### config.mk
export PLATFORM = sky130hd
export DESIGN_NAME = smc_regs
export DESIGN_NICKNAME = d
export VERILOG_FILES = /design/src/smc_pkg.sv /design/src/smc_regs.sv /design/src/smc_axis_lock.sv
export VERILOG_INCLUDE_DIRS = /design/src
export SDC_FILE = /design/constraint.sdc
export NUM_CORES = 1
export LEC_CHECK = 0
export BUFFER_PORTS_ARGS = -buffer_cell sky130_fd_sc_hd__buf_2
export CAP_MARGIN = 20
export CORE_ASPECT_RATIO = 1.1
export CORE_MARGIN = 2
export CORE_UTILIZATION = 40
export CTS_CLUSTER_SIZE = 12
export DETAILED_ROUTE_END_ITERATION = 12
export PLACE_DENSITY = 0.61
export SLEW_MARGIN = 25
export SYNTH_ARGS = -nofsm -noshare
export SYNTH_HDL_FRONTEND = slang
export SYNTH_SLANG_ARGS = --single-unit
### constraint.sdc
create_clock -name i_core_clk -period 2.21 [get_ports i_core_clk]
set_input_delay 0.442 -clock i_core_clk [delete_from_list [all_inputs] [get_ports i_core_clk]]
set_output_delay 0.442 -clock i_core_clk [all_outputs]
set_load 0.03 [all_outputs]
### src/smc_consts.svh
// offsets, field positions, reset values and timing counts of the mode config bank
`ifndef SMC_CONSTS_SVH
`define SMC_CONSTS_SVH
// =====================================================================
// register offsets
`define SMC_OFS_SPAN        8'h0F
`define SMC_OFS_FILT        8'h10
`define SMC_OFS_PWR         8'h11
`define SMC_OFS_PROF        8'h12
`define SMC_OFS_OFMT        8'h13
`define SMC_OFS_RST         8'h14
`define SMC_OFS_ENG0        8'h16
// =====================================================================
// reset values
`define SMC_RST_SPAN        8'h03
`define SMC_RST_FILT        8'h0F
`define SMC_RST_ZERO        8'h00
// =====================================================================
// codes and masks
`define SMC_SPAN_2G         4'h3
`define SMC_SPAN_4G         4'h5
`define SMC_SPAN_8G         4'h8
`define SMC_SPAN_16G        4'hC
`define SMC_RST_KEY         8'hB6
`define SMC_MASK_SPAN       8'h0F
`define SMC_MASK_FILT       8'h1F
`define SMC_MASK_PROF       8'h60
`define SMC_MASK_OFMT       8'hC0
`define SMC_MASK_ENG0       8'hF7
// =====================================================================
// field positions
`define SMC_BIT_HALT        7
`define SMC_BIT_DUTY        6
`define SMC_BIT_DEEP        5
`define SMC_BIT_PROF        6
`define SMC_BIT_TBASE       5
`define SMC_BIT_RAW         7
`define SMC_BIT_LOCKDIS     6
// =====================================================================
// soft reset delay: time in ns, cycles at 100 ns clock
`define SMC_RST_DELAY_NS    2000
`define SMC_CLK_NS          100
`define SMC_RST_DELAY_CYC   ((`SMC_RST_DELAY_NS + `SMC_CLK_NS - 1) / `SMC_CLK_NS)
`endif

### src/smc_pkg.sv
// types of the mode config bank
package smc_pkg;
    // power mode of the sensor
    typedef enum logic [1:0] {
        SMC_NORMAL = 2'b00,
        SMC_DEEP   = 2'b01,
        SMC_DUTY   = 2'b10,
        SMC_HALT   = 2'b11
    } smc_mode_t;
    // soft reset sequencer
    typedef enum logic [0:0] {
        SMC_RS_IDLE = 1'b0,
        SMC_RS_WAIT = 1'b1
    } smc_rst_state_t;
endpackage

### src/smc_regs.sv
// configuration register bank of a three-axis motion sensor
// Notes on behaviour
// - range codes select 2g, 4g, 8g, 16g
// - bandwidth code maps 7.81 Hz to 1000 Hz
// - three mode bits decode four power modes
// - only permitted power transitions are used; the code only rejects illegal mode codes, not transitions
// - nap code sets duty-cycle sleep length
// - first profile denies buffer in low modes
// - second profile keeps buffer, full-speed writes
// - timebase select picks event or equidistant
// - raw select gives unfiltered output samples
// - low byte read freezes high byte
// - only 0xB6 write starts a reset
// - after delay all settings return default
// - reset trigger accepted in every mode
// - group-0 bits enable four engines
// - slope enabled per axis, bit3 reserved
`timescale 1ns/1ps
`include "smc_consts.svh"
module smc_regs
    import smc_pkg::*;
#(
    parameter int RST_CYC = `SMC_RST_DELAY_CYC
) (
    input  wire logic       i_core_clk,
    input  wire logic       i_rstn,
    input  wire logic [7:0] i_addr,         // register address
    input  wire logic [7:0] i_wdata,        // write data
    input  wire logic       i_wr,           // write strobe
    input  wire logic       i_rd,           // read strobe
    input  wire logic       i_lo_rd,        // axis low byte read
    input  wire logic       i_hi_rd,        // axis high byte read
    input  wire logic [7:0] i_hi_filt,      // filtered high byte
    input  wire logic [7:0] i_hi_raw,       // unfiltered high byte
    output logic      [7:0] o_rdata,        // read data
    output logic      [1:0] o_span_sel,     // 0:2g 1:4g 2:8g 3:16g
    output logic      [3:0] o_bw_sel,       // 0:7.81 Hz .. 7:1000 Hz
    output logic      [1:0] o_mode,         // decoded power mode
    output logic      [3:0] o_nap_sel,      // 0:0.5 ms .. 10:1 s
    output logic            o_buf_access,   // sample buffer reachable
    output logic            o_slow_writes,  // writes must be slowed
    output logic            o_equidistant,  // equidistant timebase
    output logic      [7:0] o_hi_byte,      // axis high byte out
    output logic            o_rst_busy,     // soft reset in progress
    output logic      [3:0] o_eng_en,       // level, orient, stap, dtap
    output logic      [2:0] o_slope_en      // slope z, y, x
);
    // =====================================================================
    // stored registers
    logic [7:0] span_r;      // range field
    logic [7:0] filt_r;      // bandwidth field
    logic [7:0] pwr_r;       // mode bits and nap
    logic [7:0] prof_r;      // profile and timebase
    logic [7:0] ofmt_r;      // raw select, lock disable
    logic [7:0] eng_r;       // engine enables
    logic [7:0] rdata_r;     // read data
    smc_rst_state_t rs_r;    // soft reset state
    logic [15:0] rcnt_r;     // soft reset delay counter

    // =====================================================================
    // decode functions
    function automatic logic span_ok(input logic [3:0] c);
        span_ok = (c == `SMC_SPAN_2G) | (c == `SMC_SPAN_4G) |
                  (c == `SMC_SPAN_8G) | (c == `SMC_SPAN_16G);
    endfunction
    function automatic logic [1:0] span_idx(input logic [3:0] c);
        case (c)
            `SMC_SPAN_4G:  span_idx = 2'h1;
            `SMC_SPAN_8G:  span_idx = 2'h2;
            `SMC_SPAN_16G: span_idx = 2'h3;
            default:       span_idx = 2'h0;
        endcase
    endfunction
    function automatic logic mode_ok(input logic [2:0] m);
        mode_ok = (m == 3'h0) | (m == 3'h1) | (m == 3'h2) | (m == 3'h4);
    endfunction

    // =====================================================================
    // write decode
    wire wr_span  = i_wr & (i_addr == `SMC_OFS_SPAN) & span_ok(i_wdata[3:0]);
    wire wr_filt  = i_wr & (i_addr == `SMC_OFS_FILT);
    wire wr_pwr   = i_wr & (i_addr == `SMC_OFS_PWR) & mode_ok(i_wdata[7:5]);
    wire wr_prof  = i_wr & (i_addr == `SMC_OFS_PROF);
    wire wr_ofmt  = i_wr & (i_addr == `SMC_OFS_OFMT);
    wire wr_eng   = i_wr & (i_addr == `SMC_OFS_ENG0);
    wire rst_trig = i_wr & (i_addr == `SMC_OFS_RST) & (i_wdata == `SMC_RST_KEY);
    wire rst_done = (rs_r == SMC_RS_WAIT) & (rcnt_r == 16'(RST_CYC - 1));

    // =====================================================================
    // read mux, reset trigger reads zero
    logic [7:0] rmux;
    always_comb begin
        case (i_addr)
            `SMC_OFS_SPAN: rmux = span_r;
            `SMC_OFS_FILT: rmux = filt_r;
            `SMC_OFS_PWR:  rmux = pwr_r;
            `SMC_OFS_PROF: rmux = prof_r;
            `SMC_OFS_OFMT: rmux = ofmt_r;
            `SMC_OFS_ENG0: rmux = eng_r;
            default:       rmux = 8'h00;
        endcase
    end

    // =====================================================================
    // bandwidth and mode decode
    wire [4:0] bwc = filt_r[4:0];
    wire [3:0] bw_nxt = bwc[4] ? 4'h7 :
                        (bwc[3] ? {1'b0, bwc[2:0]} : 4'h0);
    wire [2:0] mb = pwr_r[7:5];
    wire [1:0] mode_nxt = mb[2] ? SMC_HALT : (mb[1] ? SMC_DUTY :
                          (mb[0] ? SMC_DEEP : SMC_NORMAL));
    wire [3:0] nap_nxt = (pwr_r[3:0] < 4'h6) ? 4'h0 : (pwr_r[3:0] - 4'h5);
    wire low_mode = (mode_nxt == SMC_HALT) | (mode_nxt == SMC_DUTY);
    wire prof2    = prof_r[`SMC_BIT_PROF];

    // =====================================================================
    // register writes and soft reset restore
    always_ff @(posedge i_core_clk or negedge i_rstn) begin
        if (!i_rstn) begin
            span_r <= `SMC_RST_SPAN;
            filt_r <= `SMC_RST_FILT;
            pwr_r  <= `SMC_RST_ZERO;
            prof_r <= `SMC_RST_ZERO;
            ofmt_r <= `SMC_RST_ZERO;
            eng_r  <= `SMC_RST_ZERO;
        end else if (rst_done) begin
            span_r <= `SMC_RST_SPAN;
            filt_r <= `SMC_RST_FILT;
            pwr_r  <= `SMC_RST_ZERO;
            prof_r <= `SMC_RST_ZERO;
            ofmt_r <= `SMC_RST_ZERO;
            eng_r  <= `SMC_RST_ZERO;
        end else begin
            if (wr_span) span_r <= i_wdata & `SMC_MASK_SPAN;
            if (wr_filt) filt_r <= i_wdata & `SMC_MASK_FILT;
            if (wr_pwr)  pwr_r  <= i_wdata;
            if (wr_prof) prof_r <= i_wdata & `SMC_MASK_PROF;
            if (wr_ofmt) ofmt_r <= i_wdata & `SMC_MASK_OFMT;
            if (wr_eng)  eng_r  <= i_wdata & `SMC_MASK_ENG0;
        end
    end

    // =====================================================================
    // soft reset delay sequencer
    always_ff @(posedge i_core_clk or negedge i_rstn) begin
        if (!i_rstn) begin
            rs_r   <= SMC_RS_IDLE;
            rcnt_r <= 16'h0000;
        end else begin
            case (rs_r)
                SMC_RS_IDLE: begin
                    rcnt_r <= 16'h0000;
                    if (rst_trig) rs_r <= SMC_RS_WAIT;
                end
                SMC_RS_WAIT: begin
                    rcnt_r <= rcnt_r + 16'h0001;
                    if (rst_done) rs_r <= SMC_RS_IDLE;
                end
                default: rs_r <= SMC_RS_IDLE;
            endcase
        end
    end

    // =====================================================================
    // read data and registered outputs
    always_ff @(posedge i_core_clk or negedge i_rstn) begin
        if (!i_rstn) begin
            rdata_r       <= 8'h00;
            o_span_sel    <= 2'h0;
            o_bw_sel      <= 4'h0;
            o_mode        <= SMC_NORMAL;
            o_nap_sel     <= 4'h0;
            o_buf_access  <= 1'b1;
            o_slow_writes <= 1'b0;
            o_equidistant <= 1'b0;
            o_rst_busy    <= 1'b0;
            o_eng_en      <= 4'h0;
            o_slope_en    <= 3'h0;
        end else begin
            rdata_r       <= i_rd ? rmux : 8'h00;
            o_span_sel    <= span_idx(span_r[3:0]);
            o_bw_sel      <= bw_nxt;
            o_mode        <= mode_nxt;
            o_nap_sel     <= nap_nxt;
            o_buf_access  <= ~low_mode | prof2;
            o_slow_writes <= low_mode & ~prof2;
            o_equidistant <= prof_r[`SMC_BIT_TBASE];
            o_rst_busy    <= (rs_r == SMC_RS_WAIT) & ~rst_done;
            o_eng_en      <= eng_r[7:4];
            o_slope_en    <= eng_r[2:0];
        end
    end
    assign o_rdata = rdata_r;

    // =====================================================================
    // raw or filtered sample, then read-out lock
    wire [7:0] hi_live = ofmt_r[`SMC_BIT_RAW] ? i_hi_raw : i_hi_filt;
    logic hi_frozen;
    smc_axis_lock #(.W(8)) u_lock (
        .i_core_clk (i_core_clk),
        .i_rstn     (i_rstn),
        .i_lock_en  (~ofmt_r[`SMC_BIT_LOCKDIS]),
        .i_lo_rd    (i_lo_rd),
        .i_hi_rd    (i_hi_rd),
        .i_hi_live  (hi_live),
        .o_hi       (o_hi_byte),
        .o_frozen   (hi_frozen)
    );

    // =====================================================================
    // assertions
    a_key_starts: assert property (@(posedge i_core_clk) disable iff (!i_rstn)
        rst_trig && rs_r == SMC_RS_IDLE |=> rs_r == SMC_RS_WAIT)
        else $error("reset key did not start reset");
    a_nonkey_ignored: assert property (@(posedge i_core_clk) disable iff (!i_rstn)
        rs_r == SMC_RS_IDLE && !rst_trig |=> rs_r == SMC_RS_IDLE)
        else $error("reset started without key");
    a_restore_span: assert property (@(posedge i_core_clk) disable iff (!i_rstn)
        rst_done |=> span_r == `SMC_RST_SPAN && filt_r == `SMC_RST_FILT && eng_r == 8'h00)
        else $error("defaults not restored");
    a_span_legal: assert property (@(posedge i_core_clk) disable iff (!i_rstn)
        span_ok(span_r[3:0]))
        else $error("reserved span stored");
    a_mode_legal: assert property (@(posedge i_core_clk) disable iff (!i_rstn)
        mode_ok(pwr_r[7:5]))
        else $error("illegal mode stored");
    a_profile_buf: assert property (@(posedge i_core_clk) disable iff (!i_rstn)
        low_mode && !prof2 |=> !o_buf_access && o_slow_writes)
        else $error("first profile buffer not denied");
    a_profile_two: assert property (@(posedge i_core_clk) disable iff (!i_rstn)
        prof2 |=> o_buf_access && !o_slow_writes)
        else $error("second profile buffer denied");
    a_bw_top: assert property (@(posedge i_core_clk) disable iff (!i_rstn)
        filt_r[4] |=> o_bw_sel == 4'h7)
        else $error("bandwidth top code wrong");
    a_slope_rsvd: assert property (@(posedge i_core_clk) disable iff (!i_rstn)
        wr_eng && !rst_done |=> eng_r[3] == 1'b0 ##1 o_slope_en == $past(i_wdata[2:0], 2))
        else $error("slope enable wrong");
    a_lock_hold: assert property (@(posedge i_core_clk) disable iff (!i_rstn)
        hi_frozen && !i_hi_rd && !ofmt_r[`SMC_BIT_LOCKDIS] |=> $stable(o_hi_byte))
        else $error("locked high byte changed");
    c_soft_reset: cover property (@(posedge i_core_clk) disable iff (!i_rstn) rst_done);
    c_duty_mode: cover property (@(posedge i_core_clk) disable iff (!i_rstn)
        o_mode == SMC_DUTY);
    c_lock: cover property (@(posedge i_core_clk) disable iff (!i_rstn) hi_frozen ##1 i_hi_rd);
endmodule

### src/smc_axis_lock.sv
// read-out lock of one axis high byte
`timescale 1ns/1ps
`include "smc_consts.svh"
module smc_axis_lock #(
    parameter int W = 8
) (
    input  wire logic         i_core_clk,
    input  wire logic         i_rstn,
    input  wire logic         i_lock_en,   // locking enabled
    input  wire logic         i_lo_rd,     // low byte read
    input  wire logic         i_hi_rd,     // high byte read
    input  wire logic [W-1:0] i_hi_live,   // live high byte
    output logic      [W-1:0] o_hi,        // presented high byte
    output logic              o_frozen     // freeze active
);
    // =====================================================================
    // freeze flag and held byte
    logic         frz_r;
    logic [W-1:0] hold_r;
    logic         frz_nxt;
    assign frz_nxt = i_lock_en & (i_lo_rd | (frz_r & ~i_hi_rd));
    // update held byte when not frozen or when locking is disabled
    always_ff @(posedge i_core_clk or negedge i_rstn) begin
        if (!i_rstn) begin
            frz_r  <= 1'b0;
            hold_r <= '0;
        end else begin
            frz_r <= frz_nxt;
            if (!frz_r | !i_lock_en) begin
                hold_r <= i_hi_live;
            end
        end
    end
    assign o_hi     = hold_r;
    assign o_frozen = frz_r;
endmodule

### Word level (Yosys, flattened, before mapping)

Cells that the tools add are included.

| storage, ports and cells | value |
|---|---|
| bits in registers | 104 |
| bits of input ports | 38 |
| output and inout port bits | 39 |

| operators by class | value |
|---|---|
| add/subtract/negate cells | 2 |
| order comparisons | 1 |
| equality and inequality tests | 21 |
| multiplexer cells | 26 |
| bitwise operators | 31 |
| reduce and logical (&&, ||, !) cells | 8 |

Operators by type and width:

| cell | count |
|---|---|
| two-way mux 8 bit | 14 |
| equality test 8 x 5 -> 1 bit (second input constant) | 6 |
| one-hot mux 8 bit (6 select lines) | 1 |
| one-hot mux 16 bit (2 select lines) | 1 |
| adder 16 x 1 -> 16 bit (second input constant) | 1 |
| equality test 16 x 5 -> 1 bit (second input constant) | 1 |
| equality test 4 bit (second input constant) | 4 |
| bitwise AND 1 bit | 15 |
| nonzero test 2 bit | 6 |
| bitwise OR 1 bit | 10 |
| equality test 4 x 3 -> 1 bit (second input constant) | 2 |
| equality test 8 x 4 -> 1 bit (second input constant) | 1 |
| equality test 8 bit (second input constant) | 1 |
| two-way mux 3 bit | 2 |
| NOT 1 bit | 6 |
| one-hot mux 2 bit (3 select lines) | 1 |
| equality test 2 bit (second input constant) | 2 |
| equality test 4 x 2 -> 1 bit (second input constant) | 1 |
| < comparator 4 x 3 -> 1 bit (second input constant) | 1 |
| two-way mux 2 bit | 2 |
| two-way mux 4 bit | 1 |
| subtractor 4 x 3 -> 4 bit (second input constant) | 1 |
| equality test 3 x 1 -> 1 bit (second input constant) | 1 |
| equality test 3 x 2 -> 1 bit (second input constant) | 1 |
| other kinds (5) | 7 |

### Logic depth before layout (Yosys ltp)

Gate-level depths: netlist of the first run.

| depth | value |
|---|---|
| depth after elaboration | 7 |
| mapped depth | 6 |
| depth with buffers taken out | 5 |

### Hierarchy

Synthesis of the first run repeated with hierarchy kept, for this count alone.

| second synthesis, totals | value |
|---|---|
| cell total of the unflattened synthesis | 329 |
| area total of the unflattened synthesis | 3799.9 um2 |

By module, submodules not included:

| module | instances | cells an instance | area an instance (um2) |
|---|---|---|---|
| smc_regs | 1 | 309 | 3464.6 |
| smc_axis_lock | 1 | 20 | 335.3 |

### Worst setup path after synthesis of the first run

Ideal clock, no wire load.

| timing path | value |
|---|---|
| path type | input port to flip-flop |
| start | input i_addr[5] |
| end | register pwr_r[7] |
| arrival | 1.871 ns |
| required time | 2.128 ns |
| path slack | 0.257 ns |
| stages on the path | 4 |
| path buffers | 0 |
| cell sequence | or3_4 or3_4 or4b_1 a31oi_1 |

| between the ends | value |
|---|---|
| longest elaborated chain between the ends | 4 |

Ends and longest elaborated chain:

| what | RTL line | RTL |
|---|---|---|
| from (decl) | smc_regs.sv:27 | `input wire logic [7:0] i_addr,` |
| equality test 8 x 5 -> 1 bit | - |  |
| bitwise AND 1 bit (2 in a row) | smc_regs.sv:82 | `` wire wr_pwr = i_wr & (i_addr == `SMC_OFS_PWR) & mode_ok(i_wdata[7:5]); `` |
| nonzero test 2 bit (no source line) | - |  |
| to (signal assigned) | smc_regs.sv:122 | `` pwr_r <= `SMC_RST_ZERO; `` |
| to (signal assigned) | smc_regs.sv:129 | `` pwr_r <= `SMC_RST_ZERO; `` |
| to (signal assigned) | smc_regs.sv:136 | `if (wr_pwr) pwr_r <= i_wdata;` |
| to (decl) | smc_regs.sv:52 | `logic [7:0] pwr_r;` |

Every way passes these cells.
A chain may end at the register's enable or synchronous reset.

### Worst setup path after layout of the first run

Same ends and word-level chain as after synthesis.

==> results of run 1 <==
[cell families (layout without fill, tap and decap cells)]
family                     count (synthesis)  count (layout)  synth area share, %
AOI/OAI and AO/OA                         51              51                 7.87
xor gates and xnor gates                  13              13                 2.94
adders and majority gates                  3               3                0.903
buffers and inverters                     28             115                 2.94
DFF                                       84              84                 54.4
muxes                                     37              37                 9.68
other                                      1               1               0.0967
and+or+nand+nor                          146             146                 21.2
[synthesized netlist by cell type, types with 2 or more instances]
cell type and count:
a21o_1 4, a21oi_1 16, a31oi_1 3, a32oi_1 3, and2_1 4, and3_1 3, and4_1 3, buf_2 4
clkbuf_1 14, dfrtp_1 77, dfstp_2 7, ha_1 2, inv_1 8, mux2_2 4, mux2i_1 33, nand2_1 29
nand2b_1 7, nand3_1 11, nand4_1 8, nand4b_1 2, nand4bb_1 3, nor2_1 37, nor3_1 7, nor3b_1 3
nor4_1 4, nor4_4 2, nor4bb_1 2, o211ai_1 2, o21ai_0 16, or2_2 3, or3_1 9, or3_4 2
or4_1 2, or4b_1 2, xnor2_1 3, xor2_1 10
[per-layer routing]
| layer | GRT usage, % | vias to the layer above |
|---|---|---|
| met5 | 0 | - |
| li1 | - | 1446 |
| met2 | 30.2 | 75 |
| met1 | 21.8 | 1507 |
| met3 | 3.38 | 16 |
| met4 | 7.64 | 0 |
[final cells by class]
cell class	count	area, µm²
Sequential cell	84	2110
Inverter	8	30.0
Multi-Input combinational cell	251	1660
Clock inverter	6	46.3
Clock buffer	10	138
Timing Repair Buffer	91	510
Tap cell	117	146
Fill cell	890	4760
[registers in the layout, indices dropped and copies added (netlist names)]
| signal | flops |
|---|---|
| o_rst_busy | 1 |
| o_slope_en | 3 |
| o_bw_sel | 3 |
| pwr_r | 8 |
| o_equidistant | 1 |
| o_mode | 2 |
| u_lock.o_hi | 8 |
| u_lock.o_frozen | 1 |
| o_rdata | 8 |
| ofmt_r | 2 |
| o_slow_writes | 1 |
| prof_r | 2 |
| o_buf_access | 1 |
| rs_r | 1 |
| o_span_sel | 2 |
| eng_r | 7 |
| o_nap_sel | 4 |
| rcnt_r | 16 |
| filt_r | 5 |
| span_r | 4 |
| o_eng_en | 4 |
[final timing paths]
path | startpoint | to | slack (ns) | cells past startpoint
setup / recovery | i_addr[5] | pwr_r[7] | 0.48 | 5
hold / removal | i_rstn | o_eng_en[3] | 0.02 | 1
setup reg to reg | rcnt_r[10] | span_r[0] | 0.50 | 4
hold reg to reg | eng_r[1] | o_slope_en[1] | 0.41 | 0
max in group asynchronous | i_rstn | filt_r[2] | 1.51 | 2
min in group i_core_clk | i_lo_rd | u_lock.o_frozen | 0.31 | 3
[where the power goes]
part / internal (µW) / switching [µW] / leakage (µW)
combinational: 118 / 215 / 0.000973
sequential: 1590 / 33.7 / 0.00108
clock: 447 / 573 / 0.0000893
[worst reg2reg max path: stages (launching register included)]
cell	delay, ns
dfrtp_1	0.45
nor4_1	0.42
nand2_1	0.14
or3_1	0.50
o211ai_1	0.13
[stage by stage]
stage	total power (µW)	hold WS [ns]
after floorplan	1850	0.146
after global placement	1990	0.388
after detailed placement	2000	0.388
after CTS	3030	0.0330
after global routing	3140	0.0407
final	2980	0.0237
==> run metrics, run 1 <==
port bufs=between 70 and 80; Yosys Warn Count=0; main flop type after synthesis=dfrtp_1; Initial Util=41.3%; delay-heaviest family, CP=simple AND/OR/NAND/NOR gates; Post-DRT Antenna Nets=0; worst-skew pair later-pin latency=between 0.3 and 0.4 ns; vias in the first global route=about 3000; Post-synth EDFFs=0; peak supply drop=roughly 330 µV; final hold violation count=0; largest net degree at the start of global routing=52; static leakage=between 0.002 and 0.0025 µW; GP Congestion=approximately 0.88; number of nets in the layout=a little under 500; Seq/Total Area, Yosys=a little over half; crit path max fanout=5; Final Max Tran Viols=0; placed instance area=4460 µm²; Syn Std Cell Area=roughly 3900 µm²; clk slew on worst S/H paths=roughly 0.09 ns; Non-Filler Instances=567; Antenna diodes=0; crit path kind=input pin to register; Core Rows=37; Req. time, crit path=between 2 and 2.5 ns; cell chain of the critical path=buf_2, or3_4, or3_4, or4b_1, a31oi_1; routed len/inst=between 15 and 20 µm; arrival time worst endpoint=~2.0 ns; Final setup viols=0; DR vias=roughly 3000; met1 WL=approximately 3700 µm; Yosys cell types=50; Mapped Nets=slightly above 400; minimum clock period=roughly 1.7 ns; initial antenna violation count=0; met3 WL post-DR=between 400 and 500 µm; clock sink count=84; pre-CTS setup slack=approximately 0.11 ns; largest area contributor in the netlist=dfrtp_1; DIE AREA=about 11000 µm²; fin crit share=between 70% and 80%; # resized after CTS=0; sum of negative setup slack=0 ns; clk buf depth=2; layout cell share with drive strength beyond 1=between 20% and 30%; status=finished, final reports clean; H-tree depth=3; Clock Skew=approximately 0.0098 ns; Area Overhead vs Synth=19.6%; Slowest Stage Delay on Critical Path=0.51 ns; syn_area_per_cell=~11 µm²; Top Layer Used=met4; Hold-fix buffers, CTS=0; #FFs+latches synth=84; Core Util, Final=between 40 and 50%; worst-margin pin slew=0.577 ns; achievable frequency=roughly 580 MHz; DR vias/cell=between 5 and 6; Buf+Inv Stages, Crit Path=1; most frequent CP cell=or3_4; slowest CP cell=or4b_1; Tightest Hold Check Type=input pin to asynchronous set/reset pin; max cap viols=0; core outline area=roughly 9400 µm²; Total Routed Length=8790 µm; Die Span Y=107 µm; Routed met2 length=4500 µm; Startpoint Class=input pin; Final Instance Area=between 4000 and 5000 µm²; global-route usage over all layers=between 15 and 20%; pwr/cell area=about 640 nW/µm²; RSZ-0062 raised after global routing=no; Post-DP HPWL=around 6400 µm; Placed Cells=about 550; CTS Buf Count=9; post-CTS setup buffers=0; commonest non-fill, non-tap cell in the layout=dfrtp_1; Die Width=between 90 and 100 µm; CP endpoint kind=register; count of boundary I/O pins=77; asr flop ratio synth=100%; DR DRC count=0; total grt overflow=0; Root Buffer=clkbuf_8; synth top area cells=dfrtp_1, mux2i_1, dfstp_2, nor2_1, nand2_1; first-pass GRT wire length=approximately 15000 µm; post-route setup slack=approximately 0.48 ns; Synth top area share=roughly 50%; DRT Pass-1 Iters=4; cell count after synthesis=between 300 and 400; max_slew headroom=61.3%; CTS tree=done; most frequent cells in the layout=dfrtp_1, buf_2, nor2_1; DRT iter0 DRCs=133
Power figures use the tool's default switching activity.
==> inputs of run 2 (changes only) <==
ABC_AREA = 1   (was not set)
clock period = 1.7 ns   (was 2.21 ns; I/O delays follow)
==> run 2 against run 1 <==
  * Non-clock buffer count fell by 3
  * Flip-flop and latch count did not move
  * Clock skew rose by 0.0047 ns
  * Clock-buffer cell count rose by 2
  * Largest cell class unchanged
  * Sequential share of layout area fell by 0.21 points
  * Critical path depth rose by 2
  * Final area rose by 0.46%
  * Power rose by 25%
  * Combinational power rose by 16%
  * Synthesized cell count rose by 26%
  * Sequential power rose by 28%
==> run metrics, run 2 <==
H-tree depth=3 (unchanged); Core Rows=37 (unchanged); Yosys cell types=37 (-26%); Synth top area share=49.1% (-0.59 points); Total Power=3740 µW (+25%); crit path max fanout=17 (+12); layout cell share with drive strength beyond 1=26.0% (-2.4 points); NetSw=998 µW (+21%); cell count after synthesis=456 (+26%); clk buf depth=2 (unchanged); Root Buffer=clkbuf_8; internal power=2740 µW (+27%); clk slew on worst S/H paths=0.09 ns (about the same); switch share=26.7% (-0.89 points); Post-synth EDFFs=0 (unchanged); DR vias/cell=5.05 (-5.9%); clock network power share=33.9% (-0.3 points); start point of the critical path=rcnt_r[0]; Post-DRT Antenna Nets=0 (unchanged); DIE AREA=10600 µm² (+1.1%); port bufs=75 (unchanged); cell chain of the critical path=ha_1, nand2_1, nor2_4, nand3_4, buf_4, nand3_1, o21ai_0; arrival time worst endpoint=1.75 ns (-0.26 ns); static leakage=0.00235 µW (+9.6%); syn_area_per_cell=8.61 µm² (-19%); most frequent cells in the layout=nand2_1, dfrtp_1, buf_2; Post-DP HPWL=6960 µm (+8.2%); DR DRC count=0 (unchanged); max cap viols=0 (unchanged); DRT Pass-1 Iters=4 (unchanged); worst-skew pair later-pin latency=0.36 ns (about the same); most frequent cell after synthesis=nand2_1; Seq/Total Area, Yosys=53.8% (-0.64 points); Die Width=98.5 µm (+0.57%); placed instance area=4460 µm² (about the same); main flop type after synthesis=dfrtp_1; peak supply drop=395 µV (+18%); Syn Std Cell Area=3930 µm² (+1.2%); Startpoint Class=register; final hold violation count=0 (unchanged); routed len/inst=13.9 µm (-10%); Final setup viols=0 (unchanged); fin crit share=between 80 and 90%; R2R setup slack=0.18 ns (-0.32 ns); core outline area=9440 µm² (+0.49%); Non-Filler Instances=667 (+18%); Placed Cells=649 (+18%); Min Hold Slack=0.181 ns (+0.157 ns); Yosys Warn Count=0 (unchanged); worst r2r src=rcnt_r[0]; synth top area cells=dfrtp_1, nand2_1, nor2_1, nand3_1, dfstp_2; Req. time, crit path=1.93 ns (-0.56 ns); pwr/cell area=802 nW/µm² (+25%); CP endpoint kind=register; Flop pwr share=55.8% (+1.2 points); Slowest Stage Delay on Critical Path=0.36 ns (-0.15 ns); Initial Util=41.6% (+0.29 points); post-CTS setup buffers=0 (unchanged); GP Congestion=0.867 (-1.1%); total grt overflow=0 (unchanged); clock sink count=84 (unchanged); achievable frequency=about 660 MHz; crit path kind=register to register; Die Span Y=108 µm (+0.57%); #FFs+latches synth=84 (unchanged); CTS Buf Count=9 (unchanged); Total Routed Length=9290 µm (+5.7%); worst hold start=i_hi_rd; DR vias=3371 (+11%); slowest CP cell=dfrtp_1; Multi-input gate area=1560 µm² (-5.8%); Tightest Hold Check Type=input pin to register; first-pass GRT wire length=15700 µm (+7.9%); largest area contributor in the netlist=dfrtp_1; number of nets in the layout=585 (+21%); vias in the first global route=3299 (+11%); status=finished, final reports clean; DRT iter0 DRCs=186 (+40%); Final Instance Area=4660 µm² (+0.46%); CTS tree=done; Antenna diodes=0 (unchanged); FF+latch area=2110 µm² (unchanged); Final Max Tran Viols=0 (unchanged); Largest Register=rcnt_r; minimum clock period=1.52 ns; largest net degree at the start of global routing=44 (-15%); sum of negative setup slack=0 ns (unchanged); commonest non-fill, non-tap cell in the layout=nand2_1; Comb power frac=10.3% (-0.9 points); fillers=907 (+1.9%); Mapped Nets=496 (+23%); initial antenna violation count=0 (unchanged); RSZ-0062 raised after global routing=no; max FFs per register=16 (unchanged); global-route usage over all layers=18.5% (+0.90 points); asr flop ratio synth=100% (unchanged); count of boundary I/O pins=77 (unchanged); most frequent cells after synthesis=nand2_1, dfrtp_1, nor2_1, inv_1, nand3_1; Area Overhead vs Synth=18.8%; Clock Skew=0.0145 ns (+0.00470 ns)
## run 2: cell count changes after synthesis, moves of 7 or more
cell / change
nand2_1: +62
nand2_2: +9
o21ai_0: +16
inv_1: +34
or3_1: -9
xor2_1: -9
nor2_1: +29
nand2b_1: -7
o21ai_1: +13
mux2i_1: -33
nand3_1: +28
clkbuf_1: -12
## run 2: cell families (layout without fill, tap and decap cells)
group / Yosys count / in the layout / share of synthesized area [%]
simple gates: 236 / 237 / 28.1
flops: 84 / 84 / 53.8
compound gates: 72 / 72 / 9.98
buf+inv: 59 / 152 / 6.92
fa+ha+maj: 2 / 2 / 0.637
xor+xnor: 2 / 2 / 0.446
other cells: 1 / 1 / 0.0955
## run 2: path summary, 6_finish.rpt
check | endpoint | cells after the start
worst max-delay path | prof_r[6] | 7
worst min-delay path | u_lock.o_frozen | 2
worst max register to register | prof_r[6] | 7
worst min register to register | o_eng_en[0] | 0
max in group asynchronous | o_buf_access | 3
min in group asynchronous | rcnt_r[5] | 2
## run 2: metal layers
| layer | part of all wire, % | up-vias | GRT usage [%] | routed length [µm] |
|---|---|---|---|---|
| met2 | 46 | 87 | 28.3 | 4260 |
| met5 | 0 | - | 0 | 0 |
| met1 | 47 | 1602 | 25.2 | 4380 |
| met4 | 1.7 | 0 | 7.53 | 154 |
| met3 | 5.3 | 18 | 4.74 | 489 |
| li1 | - | 1664 | - | - |
## run 2: cell type report
class | instances | share of cell area [%]
flip-flops and latches | 84 | 45.3
multi-input cells | 314 | 33.5
repair buffers | 88 | 10.5
inverters | 48 | 3.86
well taps | 117 | 3.14
clock buffers | 12 | 3.11
clock inverters | 4 | 0.564
## run 2: critical path: cells and delay by family, from the launching register on
family	cells	cell delay, ns
fa+ha+maj	1	0.19
buf+inv	1	0.25
flops	1	0.36
simple gates	4	0.51
compound gates	1	0.09
## run 2: what timing repair did
item,in CTS,in global routing
endpoints found under the hold margin,13,0
resized for setup,0,2
setup endpoints to repair,0,17
hold buffers,1,0
## run 2: through the flow
| stage | setup slack, ns | util (%) |
|---|---|---|
| 6_report | 0.176 | 49.4 |
| 4_1_cts | 0.0778 | 49.2 |
| 3_5_place_dp | 0.0733 | 47.2 |
| 2_1_floorplan | 0.413 | - |
| 3_3_place_gp | 0.136 | 47.2 |
| 5_1_grt | 0.0111 | 49.4 |
## run 2: power by group through the flow
stage	combinational (µW)	clock (µW)	sequential [µW]
after floorplan	130	0	2200
after global placement	382	0	2120
after detailed placement	387	0	2130
after CTS	390	1320	2090
after global routing	429	1410	2090
final	385	1270	2090
==> inputs of run 3 (changes only) <==
==> constraint.sdc (replaced) <==
create_clock -name i_core_clk -period 1.7 [get_ports i_core_clk]
set_input_delay 0.17 -clock i_core_clk [delete_from_list [all_inputs] [get_ports i_core_clk]]
set_output_delay 0.17 -clock i_core_clk [all_outputs]
set_load 0.03 [all_outputs]
==> run 3 against run 2 <==
  * Clock-buffer cell count did not move
  * Worst hold slack got worse by 0.16 ns
  * Critical path depth did not move
  * Register-to-register slack got worse by 0.05 ns
  * Final cell count fell by 0.45%
  * Die area did not move
  * Sequential share of layout area rose by 0.12 points
  * Global-route usage rose by 0.24 points
  * Utilization fell by 0.13 points
  * Wire length rose by 1.3%
  * Clock skew fell by 0.0028 ns
==> run metrics, run 3 (synthesis results as in run 2) <==
max cap viols=0 (unchanged); initial antenna violation count=0 (unchanged); sum of negative setup slack=0 ns (unchanged); max_slew headroom=approximately two thirds; pre-CTS setup slack=0.159 ns (+0.0853 ns); DR vias/cell=5.05 (about the same); worst-skew pair later-pin latency=0.36 ns (about the same); DRT Pass-1 Iters=4 (unchanged); static leakage=0.00235 µW (-0.11%); Placed Cells=647 (-0.31%); port bufs=75 (unchanged); vias in the first global route=3294 (-0.15%); Slowest Stage Delay on Critical Path=0.44 ns (+0.08 ns); post-CTS setup buffers=0 (unchanged); number of nets in the layout=582 (-0.51%); post-route setup slack=0.121 ns (-0.0547 ns); core outline area=9440 µm² (unchanged); worst-margin pin slew=between 0.5 and 0.6 ns; CTS Buf Count=9 (unchanged); routed len/inst=14.2 µm (+1.7%); Final Instance Area=4650 µm² (-0.27%); Die Width=98.5 µm (unchanged); Initial Util=41.6% (unchanged); peak supply drop=482 µV (+22%); layout cell share with drive strength beyond 1=25.6% (-0.41 points); clock sink count=84 (unchanged); Final Max Tran Viols=0 (unchanged); Post-DRT Antenna Nets=0 (unchanged); Non-Filler Instances=664 (-0.45%); achievable frequency=633 MHz (-3.5%); clk slew on worst S/H paths=0.09 ns (about the same); DR vias=3355 (-0.47%); fin crit share=92.9% (+3.2 points); Tightest Hold Check Type=input pin to register; arrival time worst endpoint=1.82 ns (+0.07 ns); placed instance area=4450 µm² (-0.34%); clk buf depth=2 (unchanged); Root Buffer=clkbuf_8; Core Rows=37 (unchanged); minimum clock period=1.58 ns (+0.0547 ns); Clock Skew=0.0117 ns (-0.00281 ns); pwr/cell area=836 nW/µm² (+4.2%); Largest Register=rcnt_r; Startpoint Class=register; largest net degree at the start of global routing=34 (-23%); global-route usage over all layers=18.8% (+0.24 points); # resized after CTS=0 (unchanged); total grt overflow=0 (unchanged); first-pass GRT wire length=15800 µm (+0.75%); DIE AREA=10600 µm² (unchanged); DRT iter0 DRCs=194 (+4.3%); GP Congestion=0.858 (-1.1%); Req. time, crit path=1.94 ns (about the same); Antenna diodes=0 (unchanged); Min Hold Slack=0.0185 ns (-0.162 ns); Final setup viols=0 (unchanged); count of boundary I/O pins=77 (unchanged); worst r2r path cells=7 (unchanged); WHS Path Cells=2 (unchanged); Post-DP HPWL=7150 µm (+2.8%); CP endpoint kind=register; most frequent cells in the layout=nand2_1, dfrtp_1, buf_2; H-tree depth=3 (unchanged); Die Span Y=108 µm (unchanged); final hold violation count=0 (unchanged); Total Routed Length=9400 µm (+1.3%); max FFs per register=16 (unchanged); fillers=939 (+3.5%); cell chain of the critical path=nor2_1, nand2_1, nor2_2, nand3_4, buf_4, nand3_1, o21ai_0; crit path max fanout=15 (-2); commonest non-fill, non-tap cell in the layout=nand2_1; crit path kind=register to register; status=finished, final reports clean; RSZ-0062 raised after global routing=no; Area Overhead vs Synth=18.5%; CTS tree=done; slowest CP cell=dfrtp_1; DR DRC count=0 (unchanged)
## run 3: timing repair
action / 4_1_cts / 5_1_grt
endpoints found under the setup margin: 0 / 0
hold buffers: 1 / 0
hold endpoints to repair: 29 / 0
## run 3: critical path, delay by kind of cell, from the launching register on
| family | cells | cell delay [ns] |
|---|---|---|
| buffers and inverters | 1 | 0.25 |
| AO/OA/AOI/OAI | 1 | 0.09 |
| flip-flops | 1 | 0.44 |
| AND/OR/NAND/NOR | 5 | 0.68 |
## run 3: layer usage
layer	track usage, %	vias to the layer above	part of all wire (%)
li1	-	1652	-
met1	25.8	1600	47
met2	28.7	89	46
met3	4.74	14	4.7
met4	7.05	0	1.6
met5	0	-	0
## run 3: layout make-up
class | count | area [µm²] | share of cell area (%)
clock inverters | 4 | 48.8 | 1.05
inverters | 48 | 180 | 3.88
well taps | 117 | 146 | 3.15
flip-flops and latches | 84 | 2110 | 45.4
multi-input cells | 313 | 1540 | 33.2
repair buffers | 86 | 475 | 10.2
clock buffers | 12 | 145 | 3.12
## run 3: final timing paths
check | slack (ns) | end | startpoint
setup / recovery | 0.12 | prof_r[5] | rcnt_r[10]
hold / removal | 0.02 | u_lock.o_frozen | i_hi_rd
max in group asynchronous | 0.87 | o_buf_access | i_rstn
min in group asynchronous | 0.29 | eng_r[0] | i_rstn
setup reg to reg | 0.12 | prof_r[5] | rcnt_r[10]
hold reg to reg | 0.42 | o_eng_en[2] | eng_r[6]
## run 3: per-stage QoR
| step | util (%) | power, µW |
|---|---|---|
| global placement | 47.1 | 2510 |
| finish | 49.2 | 3890 |
| global route | 49.2 | 4070 |
| detailed placement | 47.1 | 2520 |
| CTS | 49.2 | 3930 |
| floorplan | - | 2330 |
## run 3: where the power goes
part           internal [µW]  switching [µW]  leakage, µW
Clock                    718             695     0.000100
Combinational            119             268      0.00114
Sequential              2060            30.1      0.00111
